**src/adc_seq_pkg.sv**
```systemverilog
// Constants for the serial read-out and channel sequencer of a four-channel converter.
// Assumes a single 40 MHz clock; the sequencer synchronises all control pins into that domain itself.
// Behaviour
// With select low and read/convert high, shift latest result out on link clock.
// Frame marker rises after first data clock rising edge, stays one clock period.
// MSB valid after second rising data clock edge, then one bit per clock.
// LSB valid at 13th falling and 14th rising data clock edge.
// Sample one daisy-chain bit on every data clock pulse.
// First chain bit appears at 14th falling and 15th rising edge, and onward.
// Keep forwarding chain bits until the next result reloads the output register.
// Previous result stays readable up to 12 us after conversion start.
// Host must not clock data from 12 us after start until busy rises.
// Host should avoid running the data clock during conversion.
// Internal-clock mode: chain bit at first clock follows the 12 result bits.
// Scan select high: convert continuously through four channels while controls low.
// Scan starts on the channel after the last latched address, increasing.
// Scan mode: address pins output; busy rise increments latch and drives address.
// Scan address shows channel acquired or converted; data is previous channel.
// Power-down pulse of 200 ns when idle resets address to zero on fall.
// Host should wait for reference recharge before enabling scan mode.
// Manual mode: conversion start latches address pins for the next conversion.
// Manual mode: latched channel acquired once busy goes high.
// Convert commands are ignored while busy is low.
// Manual start: read/convert falls with select low, or select falls with it low.
// Scan mode: convert command while busy high restarts on the next channel.
// Power-down makes conversion data meaningless and resets scan channel to zero.
// Data clock is input; serial output driven only with select low, read high.
// Serial result is 12 bits, most significant bit first.
// With select tied low host keeps read or clock low during load window.
// Synchronise the data clock and represent conversion time as a cycle count.
// Busy falls at each accepted start and rises after the result is loaded.
package adc_seq_pkg;
    localparam int          CLK_HZ          = 40_000_000;
    localparam int          RESULT_BITS     = 12;
    localparam int          CONV_TIME_NS    = 15_000;
    localparam int          PREV_VALID_NS   = 12_000;
    localparam int          PD_MIN_NS       = 200;
    localparam int          CONV_CYCLES     = (CONV_TIME_NS * (CLK_HZ / 1_000_000)) / 1000;
    localparam int          PREV_CYCLES     = (PREV_VALID_NS * (CLK_HZ / 1_000_000)) / 1000;
    localparam int          PD_MIN_CYCLES   = (PD_MIN_NS * (CLK_HZ / 1_000_000) + 999) / 1000;
    localparam int          INT_DIV         = 22;
    localparam logic [1:0]  CHAN_LAST       = 2'h3;
    localparam logic [1:0]  CHAN_FIRST      = 2'h0;

    typedef enum logic [1:0] {
        CONV_IDLE = 2'b00,
        CONV_RUN  = 2'b01,
        CONV_LOAD = 2'b10
    } conv_state_t;
endpackage : adc_seq_pkg

```
**src/adc_result_fifo.sv**
```systemverilog
// Small flip-flop FIFO carrying conversion results to the serial output register.
// Assumes both sides sit on mclk.
`timescale 1ns/1ps
module adc_result_fifo #(
    parameter int WIDTH = 14,
    parameter int DEPTH = 8
) (
    input  wire logic             mclk,
    input  wire logic             reset_n,
    input  wire logic             in_valid,
    output logic                  in_ready,
    input  wire logic [WIDTH-1:0] in_data,
    output logic                  out_valid,
    input  wire logic             out_ready,
    output logic      [WIDTH-1:0] out_data
);
    localparam int AW = $clog2(DEPTH);
    logic [WIDTH-1:0] mem_reg [DEPTH];
    logic [AW-1:0]    wr_ptr_reg;
    logic [AW-1:0]    rd_ptr_reg;
    logic [AW:0]      count_reg;
    logic             push;
    logic             pop;

    assign in_ready  = (count_reg != (AW+1)'(DEPTH));
    assign out_valid = (count_reg != '0);
    assign push      = in_valid && in_ready;
    assign pop       = out_valid && out_ready;
    assign out_data  = mem_reg[rd_ptr_reg];

    always_ff @(posedge mclk) begin
        if (push) begin
            mem_reg[wr_ptr_reg] <= in_data;
        end
    end

    always_ff @(posedge mclk or negedge reset_n) begin
        if (!reset_n) begin
            wr_ptr_reg <= '0;
            rd_ptr_reg <= '0;
            count_reg  <= '0;
        end else begin
            if (push) begin
                wr_ptr_reg <= (wr_ptr_reg == AW'(DEPTH-1)) ? '0 : wr_ptr_reg + 1'b1;
            end
            if (pop) begin
                rd_ptr_reg <= (rd_ptr_reg == AW'(DEPTH-1)) ? '0 : rd_ptr_reg + 1'b1;
            end
            if (push && !pop) begin
                count_reg <= count_reg + 1'b1;
            end else if (pop && !push) begin
                count_reg <= count_reg - 1'b1;
            end
        end
    end
endmodule : adc_result_fifo

```
**src/adc_serial_sequencer.sv**
```systemverilog
// Digital control of a four-channel converter: conversion start, channel sequencing
// and serial read-out under an external or internal data clock.
// Assumes all control pins are asynchronous to mclk; the analog core supplies a result word.
`timescale 1ns/1ps
module adc_serial_sequencer
    import adc_seq_pkg::*;
#(
    parameter int CONV_CYC  = CONV_CYCLES,
    parameter int PREV_CYC  = PREV_CYCLES,
    parameter int FIFO_DEPTH = 8
) (
    input  wire logic                   mclk,
    input  wire logic                   reset_n,
    input  wire logic                   cs_n,
    input  wire logic                   read_conv,
    input  wire logic                   analog_powerdown,
    input  wire logic                   auto_scan_select,
    input  wire logic                   clock_source_select,
    input  wire logic                   serial_shift_clock_in,
    output logic                        serial_shift_clock_out,
    output logic                        serial_shift_clock_oe,
    input  wire logic                   chain_in,
    input  wire logic                   chan_addr_bit0_in,
    input  wire logic                   chan_addr_bit1_in,
    output logic                        chan_addr_bit0_out,
    output logic                        chan_addr_bit1_out,
    output logic                        chan_addr_oe,
    input  wire logic [RESULT_BITS-1:0] core_result,
    output logic      [1:0]             core_channel,
    output logic                        core_sample,
    output logic                        busy_n,
    output logic                        frame_marker,
    output logic                        serial_result_out,
    output logic                        serial_result_oe,
    output logic                        result_invalid,
    output logic                        result_overflow
);
    // ==================================================================
    // Input synchronisers
    localparam int NSYNC = 7;
    logic [NSYNC-1:0] sync1_reg;
    logic [NSYNC-1:0] sync2_reg;
    logic [NSYNC-1:0] raw_in;
    logic             cs_s, rc_s, pd_s, scan_s, ext_s, dclk_s, chain_s;
    logic [1:0]       addr_in_s;
    logic [1:0]       addr_in_reg;

    assign raw_in = {cs_n, read_conv, analog_powerdown, auto_scan_select,
                     clock_source_select, serial_shift_clock_in, chain_in};

    always_ff @(posedge mclk or negedge reset_n) begin
        if (!reset_n) begin
            // Select resets to its idle high level, so no false fall follows reset
            sync1_reg <= 7'h40;
            sync2_reg <= 7'h40;
        end else begin
            sync1_reg <= raw_in;
            sync2_reg <= sync1_reg;
        end
    end

    // Address pins are sampled every cycle; only manual mode uses the sampled value
    logic [1:0] addr_s1_reg;
    always_ff @(posedge mclk or negedge reset_n) begin
        if (!reset_n) begin
            addr_s1_reg <= '0;
            addr_in_reg <= '0;
        end else begin
            addr_s1_reg <= {chan_addr_bit1_in, chan_addr_bit0_in};
            addr_in_reg <= addr_s1_reg;
        end
    end
    assign addr_in_s = addr_in_reg;

    assign {cs_s, rc_s, pd_s, scan_s, ext_s, dclk_s, chain_s} = sync2_reg;

    // ==================================================================
    // Edge detection on synchronised levels
    logic cs_d_reg, rc_d_reg, pd_d_reg, dclk_d_reg, scan_d_reg;
    always_ff @(posedge mclk or negedge reset_n) begin
        if (!reset_n) begin
            cs_d_reg   <= 1'b1;
            rc_d_reg   <= 1'b0;
            pd_d_reg   <= 1'b0;
            dclk_d_reg <= 1'b0;
            scan_d_reg <= 1'b0;
        end else begin
            cs_d_reg   <= cs_s;
            rc_d_reg   <= rc_s;
            pd_d_reg   <= pd_s;
            dclk_d_reg <= dclk_s;
            scan_d_reg <= scan_s;
        end
    end

    logic cs_fall, rc_fall, pd_fall, dclk_rise, dclk_fall, scan_rise;
    assign cs_fall   = cs_d_reg && !cs_s;
    assign rc_fall   = rc_d_reg && !rc_s;
    assign pd_fall   = pd_d_reg && !pd_s;
    assign dclk_rise = !dclk_d_reg && dclk_s;
    assign dclk_fall = dclk_d_reg && !dclk_s;
    assign scan_rise = !scan_d_reg && scan_s;

    // ==================================================================
    // Conversion control
    conv_state_t state_reg;
    logic [15:0] conv_cnt_reg;
    logic [4:0]  pd_cnt_reg;
    logic [1:0]  chan_latch_reg;
    logic [1:0]  conv_chan_reg;
    logic        pd_seen_reg;
    logic        cmd_start, scan_start, start;
    logic        busy;
    logic        load_pulse;
    logic        fifo_in_ready;

    assign busy = (state_reg != CONV_IDLE);
    assign cmd_start  = (rc_fall && !cs_s) || (cs_fall && !rc_s);
    // Scan mode runs back to back while all controls sit low
    assign scan_start = scan_s && !cs_s && !rc_s && !pd_s;
    // Scan entry first steps the latch; the start waits one cycle for it
    assign start = !busy && !pd_s && !scan_rise && (scan_s ? (scan_start || cmd_start) : cmd_start);

    always_ff @(posedge mclk or negedge reset_n) begin
        if (!reset_n) begin
            state_reg    <= CONV_IDLE;
            conv_cnt_reg <= '0;
        end else begin
            unique case (state_reg)
                CONV_IDLE: begin
                    if (start) begin
                        state_reg    <= CONV_RUN;
                        conv_cnt_reg <= '0;
                    end
                end
                CONV_RUN: begin
                    conv_cnt_reg <= conv_cnt_reg + 1'b1;
                    if (conv_cnt_reg == 16'(CONV_CYC - 1)) begin
                        state_reg <= CONV_LOAD;
                    end
                end
                CONV_LOAD: begin
                    // Busy only rises once the word has been accepted
                    if (fifo_in_ready) begin
                        state_reg <= CONV_IDLE;
                    end
                end
                default: state_reg <= CONV_IDLE;
            endcase
        end
    end
    assign load_pulse = (state_reg == CONV_LOAD) && fifo_in_ready;
    assign busy_n     = !busy;
    assign core_sample = start;
    assign core_channel = conv_chan_reg;

    // Power-down pulse width measured while no conversion runs
    always_ff @(posedge mclk or negedge reset_n) begin
        if (!reset_n) begin
            pd_cnt_reg  <= '0;
            pd_seen_reg <= 1'b0;
        end else if (pd_s && !busy) begin
            if (pd_cnt_reg != 5'(PD_MIN_CYCLES)) begin
                pd_cnt_reg <= pd_cnt_reg + 1'b1;
            end
            pd_seen_reg <= (pd_cnt_reg + 1'b1 >= 5'(PD_MIN_CYCLES)) || pd_seen_reg;
        end else if (!pd_s) begin
            pd_cnt_reg  <= '0;
            pd_seen_reg <= 1'b0;
        end
    end

    // Channel latch: holds the channel of the next conversion
    always_ff @(posedge mclk or negedge reset_n) begin
        if (!reset_n) begin
            chan_latch_reg <= CHAN_FIRST;
            conv_chan_reg  <= CHAN_FIRST;
        end else begin
            if (pd_fall && pd_seen_reg) begin
                chan_latch_reg <= CHAN_FIRST;
            end else if (scan_s && pd_s) begin
                chan_latch_reg <= CHAN_FIRST;
            end else if (scan_rise) begin
                chan_latch_reg <= chan_latch_reg + 1'b1;
            end else if (!scan_s && start) begin
                conv_chan_reg  <= chan_latch_reg;
                chan_latch_reg <= addr_in_s;
            end else if (scan_s && start) begin
                conv_chan_reg <= chan_latch_reg;
            end else if (scan_s && load_pulse) begin
                // Wraps to zero after the last channel
                chan_latch_reg <= (chan_latch_reg == CHAN_LAST) ? CHAN_FIRST : chan_latch_reg + 1'b1;
            end
        end
    end

    assign chan_addr_oe       = scan_s;
    assign chan_addr_bit0_out = chan_latch_reg[0];
    assign chan_addr_bit1_out = chan_latch_reg[1];

    // ==================================================================
    // Result path: meaningless data flag travels with each word
    logic                   pd_during_reg;
    logic [RESULT_BITS+1:0] fifo_out_data;
    logic                   fifo_out_valid;
    logic                   fifo_out_ready;
    always_ff @(posedge mclk or negedge reset_n) begin
        if (!reset_n) begin
            pd_during_reg <= 1'b0;
        end else if (start) begin
            pd_during_reg <= 1'b0;
        end else if (busy && pd_s) begin
            pd_during_reg <= 1'b1;
        end
    end

    adc_result_fifo #(
        .WIDTH (RESULT_BITS + 2),
        .DEPTH (FIFO_DEPTH)
    ) u_fifo (
        .mclk      (mclk),
        .reset_n   (reset_n),
        .in_valid  (state_reg == CONV_LOAD),
        .in_ready  (fifo_in_ready),
        .in_data   ({pd_during_reg, conv_chan_reg[0], core_result}),
        .out_valid (fifo_out_valid),
        .out_ready (fifo_out_ready),
        .out_data  (fifo_out_data)
    );

    // ==================================================================
    // Serial output register
    logic [RESULT_BITS-1:0] shift_reg;
    logic [4:0]             edge_cnt_reg;
    logic                   frame_reg;
    logic                   sout_reg;
    logic                   invalid_reg;
    logic                   chain_cap_reg;
    logic                   int_mode;
    logic [4:0]             div_cnt_reg;
    logic                   int_clk_reg;
    logic                   int_tick;
    logic                   read_en;
    logic                   overflow_reg;

    assign int_mode = !ext_s;
    assign read_en  = !cs_s && rc_s;
    // The output register reloads unless a read window is open with the data clock high;
    // in internal mode it reloads when a new conversion starts
    assign fifo_out_ready = fifo_out_valid && (int_mode ? start : !(read_en && dclk_s));

    // Internal data clock: divided enable pulse, at most 24 pulses per conversion
    assign int_tick = int_mode && busy && (div_cnt_reg == 5'(INT_DIV - 1))
                      && (edge_cnt_reg != 5'(2 * RESULT_BITS));
    always_ff @(posedge mclk or negedge reset_n) begin
        if (!reset_n) begin
            div_cnt_reg <= '0;
            int_clk_reg <= 1'b0;
        end else if (!busy || !int_mode) begin
            div_cnt_reg <= '0;
            int_clk_reg <= 1'b0;
        end else begin
            div_cnt_reg <= (div_cnt_reg == 5'(INT_DIV - 1)) ? '0 : div_cnt_reg + 1'b1;
            if (int_tick) begin
                int_clk_reg <= !int_clk_reg;
            end
        end
    end

    logic srise, sfall;
    assign srise = int_mode ? (int_tick && !int_clk_reg) : (read_en && dclk_rise);
    assign sfall = int_mode ? (int_tick && int_clk_reg) : (read_en && dclk_fall);

    always_ff @(posedge mclk or negedge reset_n) begin
        if (!reset_n) begin
            shift_reg     <= '0;
            edge_cnt_reg  <= '0;
            frame_reg     <= 1'b0;
            sout_reg      <= 1'b0;
            invalid_reg   <= 1'b0;
            chain_cap_reg <= 1'b0;
            overflow_reg  <= 1'b0;
        end else begin
            if (fifo_out_ready) begin
                // Reload discards any forwarded chain bits
                shift_reg    <= fifo_out_data[RESULT_BITS-1:0];
                invalid_reg  <= fifo_out_data[RESULT_BITS+1];
                edge_cnt_reg <= '0;
                sout_reg     <= 1'b0;
            end else if (!int_mode && !read_en) begin
                edge_cnt_reg <= '0;
            end else if (srise) begin
                // Saturates so a long continuous clock never fakes a new first edge
                if (edge_cnt_reg != '1) begin
                    edge_cnt_reg <= edge_cnt_reg + 1'b1;
                end
                frame_reg <= (edge_cnt_reg == '0) && !int_mode;
                if (edge_cnt_reg == '0 || !int_mode) begin
                    chain_cap_reg <= chain_s;
                end
                // External clock: MSB follows the second rise, chain bits trail one stage behind
                if (edge_cnt_reg != '0 || int_mode) begin
                    sout_reg  <= shift_reg[RESULT_BITS-1];
                    shift_reg <= {shift_reg[RESULT_BITS-2:0], chain_cap_reg};
                end
            end else if (sfall && int_mode && edge_cnt_reg == 5'(RESULT_BITS)) begin
                sout_reg <= chain_cap_reg;
            end
            // External clock: a word held back by a read with the data clock high raises overflow until the FIFO empties
            overflow_reg <= (fifo_out_valid && !fifo_out_ready && !int_mode) || overflow_reg && fifo_out_valid;
        end
    end

    assign frame_marker           = frame_reg;
    assign serial_result_out      = sout_reg;
    assign serial_result_oe       = int_mode ? busy : read_en;
    assign serial_shift_clock_out = int_clk_reg;
    assign serial_shift_clock_oe  = int_mode;
    assign result_invalid         = invalid_reg;
    assign result_overflow        = overflow_reg;
endmodule : adc_serial_sequencer

```
**config.mk**
```make
export PLATFORM = sky130hd
export DESIGN_NAME = adc_serial_sequencer
export DESIGN_NICKNAME = d
export VERILOG_FILES = /design/src/adc_seq_pkg.sv /design/src/adc_result_fifo.sv /design/src/adc_serial_sequencer.sv
export SDC_FILE = /design/constraint.sdc
export NUM_CORES = 1
export LEC_CHECK = 0
export BUFFER_PORTS_ARGS = -buffer_cell sky130_fd_sc_hd__buf_2
export CORE_MARGIN = 5
export CORE_UTILIZATION = 60
export DETAILED_ROUTE_END_ITERATION = 6
export PLACE_DENSITY = 0.87
export SYNTH_ARGS = -nofsm -noshare
export SYNTH_HDL_FRONTEND = slang
export SYNTH_SLANG_ARGS = --single-unit
export TNS_END_PERCENT = 30
```
**constraint.sdc**
```tcl
create_clock -name mclk -period 3.4 [get_ports mclk]
set_clock_uncertainty 0.2 [all_clocks]
set_input_delay 0.34 -clock mclk [delete_from_list [all_inputs] [get_ports mclk]]
set_output_delay 0.34 -clock mclk [all_outputs]
set_load 0.1 [all_outputs]
```
==> flow_metrics.env <==
export IMPL_placementRows=42
export IMPL_clk_transition_reported_paths_ns=0.07
export IMPL_min_period_ns=3.115
export IMPL_ys_seq_elements=194
export IMPL_hpwl_mm=10.11
export IMPL_hold_class="flip-flop to flip-flop"
export IMPL_post_route_period_util=0.9161
export IMPL_ys_flop_type="edfxtp_1"
export IMPL_antenna_found_initial=0
export IMPL_synth_top_area_share=0.3848
export IMPL_fp_dieH_um=126.3
export IMPL_synth_area_top_cells="edfxtp_1, dfrtp_1, mux4_2"
export IMPL_setup_viol=0
export IMPL_antenna_cells=0
export IMPL_rsz0062_at_grt="false"
export IMPL_drv_slew=0
export IMPL_whs_path_depth=0
export IMPL_first_pass_iters=6
export IMPL_largest_reg_flops=104
export IMPL_r2r_start="state_reg[1]$_DFFE_PN0P_"
export IMPL_synth_warning_count=0
export IMPL_vias=4888
export IMPL_syn_cell_area_um2=8117
export IMPL_area_delta_synth_final_pct=15.46
export IMPL_worst_pin_slew_ns=0.7799
export IMPL_slew_headroom=0.4801
export IMPL_hold_path_startpoint="sync1_reg[2]$_DFF_PN0_"
export IMPL_synth_most_common_cell="edfxtp_1"
export IMPL_grt_total_usage=0.2182
export IMPL_antenna_left=0
export IMPL_min_to="sync2_reg[2]$_DFF_PN0_"
export IMPL_hold_violations=0
export IMPL_cts_tree="built"
export IMPL_async_reset_ff_frac=0.4639
export IMPL_leakagePower_nw=3.774
export IMPL_wl_per_cell_um=19.95
export IMPL_ff_latch_area_um2=5379
export IMPL_postCtsSetupBuffers=0
export IMPL_coreArea_um2=13240
export IMPL_critPathArrivalTime_ns=2.57
export IMPL_grt_max_degree=60
export IMPL_critPathLaunchType="flip-flop"
export IMPL_gp_congestion=0.8424
export IMPL_synth_common_cells="edfxtp_1, dfrtp_1, o21ai_0"
export IMPL_syn_num_nets=588
export IMPL_fmax_mhz=321.0
export IMPL_fillCellCount=836
export IMPL_initial_core_util=0.6129
export IMPL_ctsResizeCount=0
export IMPL_ioPinCount=37
export IMPL_layout_drive_gt1_share=0.2290
export IMPL_grt_pass1_wl_mm=26.81
export IMPL_clock_path_buffers=2
export IMPL_dieArea_um2=15950
export IMPL_viasPerCell=5.976
export IMPL_hold_buffers=22
export IMPL_synth_largest_area_cell="edfxtp_1"
export IMPL_synth_distinct_cells=54
export IMPL_cp_end_kind="output pin"
export IMPL_dr_first_iter_drc_count=448
export IMPL_cap_violations=0
export IMPL_reg2reg_to="u_fifo.count_reg[3]$_DFFE_PN0P_"
export IMPL_power_density_nw_per_um2=537.3
export IMPL_overflow=0
export IMPL_synth_avg_cell_area_um2=14.76
export IMPL_clock_sinks=194
export IMPL_htree_num_levels=4
export IMPL_synthCells=550
export IMPL_drt_total_wl_mm=16.32
export IMPL_cts_root_buf="clkbuf_16"
export IMPL_postPlaceCellArea_um2=8594
export IMPL_ys_seq_area_frac=0.6627
export IMPL_final_core_util=0.7077
export IMPL_io_buffer_count=36
export IMPL_critical_path_max_fanout=9
export IMPL_design_area_um2=9371
export IMPL_final_nets=668
export IMPL_ir_drop_uv=522.4
export IMPL_drc_errors=0
export IMPL_synth_edf_count=104
export IMPL_die_x_um=126.3
export IMPL_grt_pass1_vias=5097
export IMPL_numCtsBuffers=17
export IMPL_reg2reg_depth=8
export IMPL_r2r_setup_slack_ns=0.46
export IMPL_insertion_delay_ns=0.43
export IMPL_outcome="finished clean"
export IMPL_path_class="flip-flop to output pin"
export IMPL_critPathRequiredTime_ns=2.86
export IMPL_multi_input_area_um2=2587
[power breakdown]
part / total, mW / internal [mW] / leakage [nW] / switching, mW
clock: 1.90 / 0.970 / 0.267 / 0.931
combinational: 0.496 / 0.132 / 1.40 / 0.364
sequential: 2.64 / 2.56 / 2.11 / 0.0791
total: 5.04 / 3.66 / 3.77 / 1.37
[cell usage in the layout (no fill, tap or decap), types with 5 or more instances in the layout]
cell type      synthesis  routed
inv_1                 24      24
mux2i_1               26      26
nor2_1                32      32
xnor2_1                7       7
nand2b_1               5       5
dfrtp_1               87      87
inv_8                  0       5
mux2_2                23      23
clkbuf_16              0      17
inv_6                  0       6
nand2_1               35      35
o21ai_0               36      35
buf_4                  1      19
nand3_1               18      18
dlygate4sd3_1          0      22
xor2_1                 5       5
ha_1                  15      15
edfxtp_1             104     104
nor2b_1                6       6
mux4_2                26      26
a21oi_1               11      11
nor3_1                11       7
nand4_1                5       5
buf_2                  3      35
[cells by family (layout without fill, tap and decap cells)]
group,Yosys count,count (layout),synth area share
xor+xnor,12,12,0.01295
flops,194,194,0.6627
mux,76,76,0.1380
simple gates,145,145,0.09096
compound gates,69,69,0.05056
buf+inv,39,131,0.02174
fa+ha+maj,15,15,0.02312
[routing by layer]
| metal | wire length, um | GRT usage | vias to the layer above |
|---|---|---|---|
| li1 | - | - | 2216 |
| met1 | 6743 | 0.2817 | 2467 |
| met2 | 8439 | 0.3712 | 165 |
| met3 | 707 | 0.03657 | 40 |
| met4 | 430 | 0.09085 | 0 |
| met5 | 0 | 0 | - |
[stage by stage]
stage          total power [mW]  TNS [ns]  cells  setup WS, ns  hold slack (ns)
2_1_floorplan             3.016   -0.1353    550       -0.1275          -0.1556
3_3_place_gp              3.128         0    765        0.5760           0.1322
3_5_place_dp              3.155         0    765        0.4687           0.1365
4_1_cts                   5.059         0    818        0.2724           0.1532
5_1_grt                   5.233         0    818        0.1857           0.1642
6_report                  5.036         0    818        0.2852           0.1507
[critical path, stage by stage, from the launching register on]
cell	delay (ns)
dfrtp_1	0.42
or2_1	0.31
or4_1	0.60
buf_4	0.20
inv_1	0.15
buf_2	0.46
[final cells by class]
class / instances / share of cell area
sequential: 194 / 0.5740
clock buffer: 17 / 0.04539
tap: 176 / 0.02350
clock inverter: 14 / 0.01402
inverter: 24 / 0.009613
timing repair buffer: 76 / 0.05741
multi-input combinational: 317 / 0.2761
[worst max path at each step]
stage                                   from                               to
floorplan             sync2_reg[3]$_DFF_PN0_  u_fifo.count_reg[3]$_DFFE_PN0P_
global placement    state_reg[1]$_DFFE_PN0P_  u_fifo.count_reg[3]$_DFFE_PN0P_
global route        state_reg[1]$_DFFE_PN0P_                      core_sample
detailed placement  state_reg[1]$_DFFE_PN0P_  u_fifo.count_reg[3]$_DFFE_PN0P_
finish              state_reg[1]$_DFFE_PN0P_                      core_sample
CTS                 state_reg[1]$_DFFE_PN0P_                      core_sample
Power figures use the tool's default switching activity.
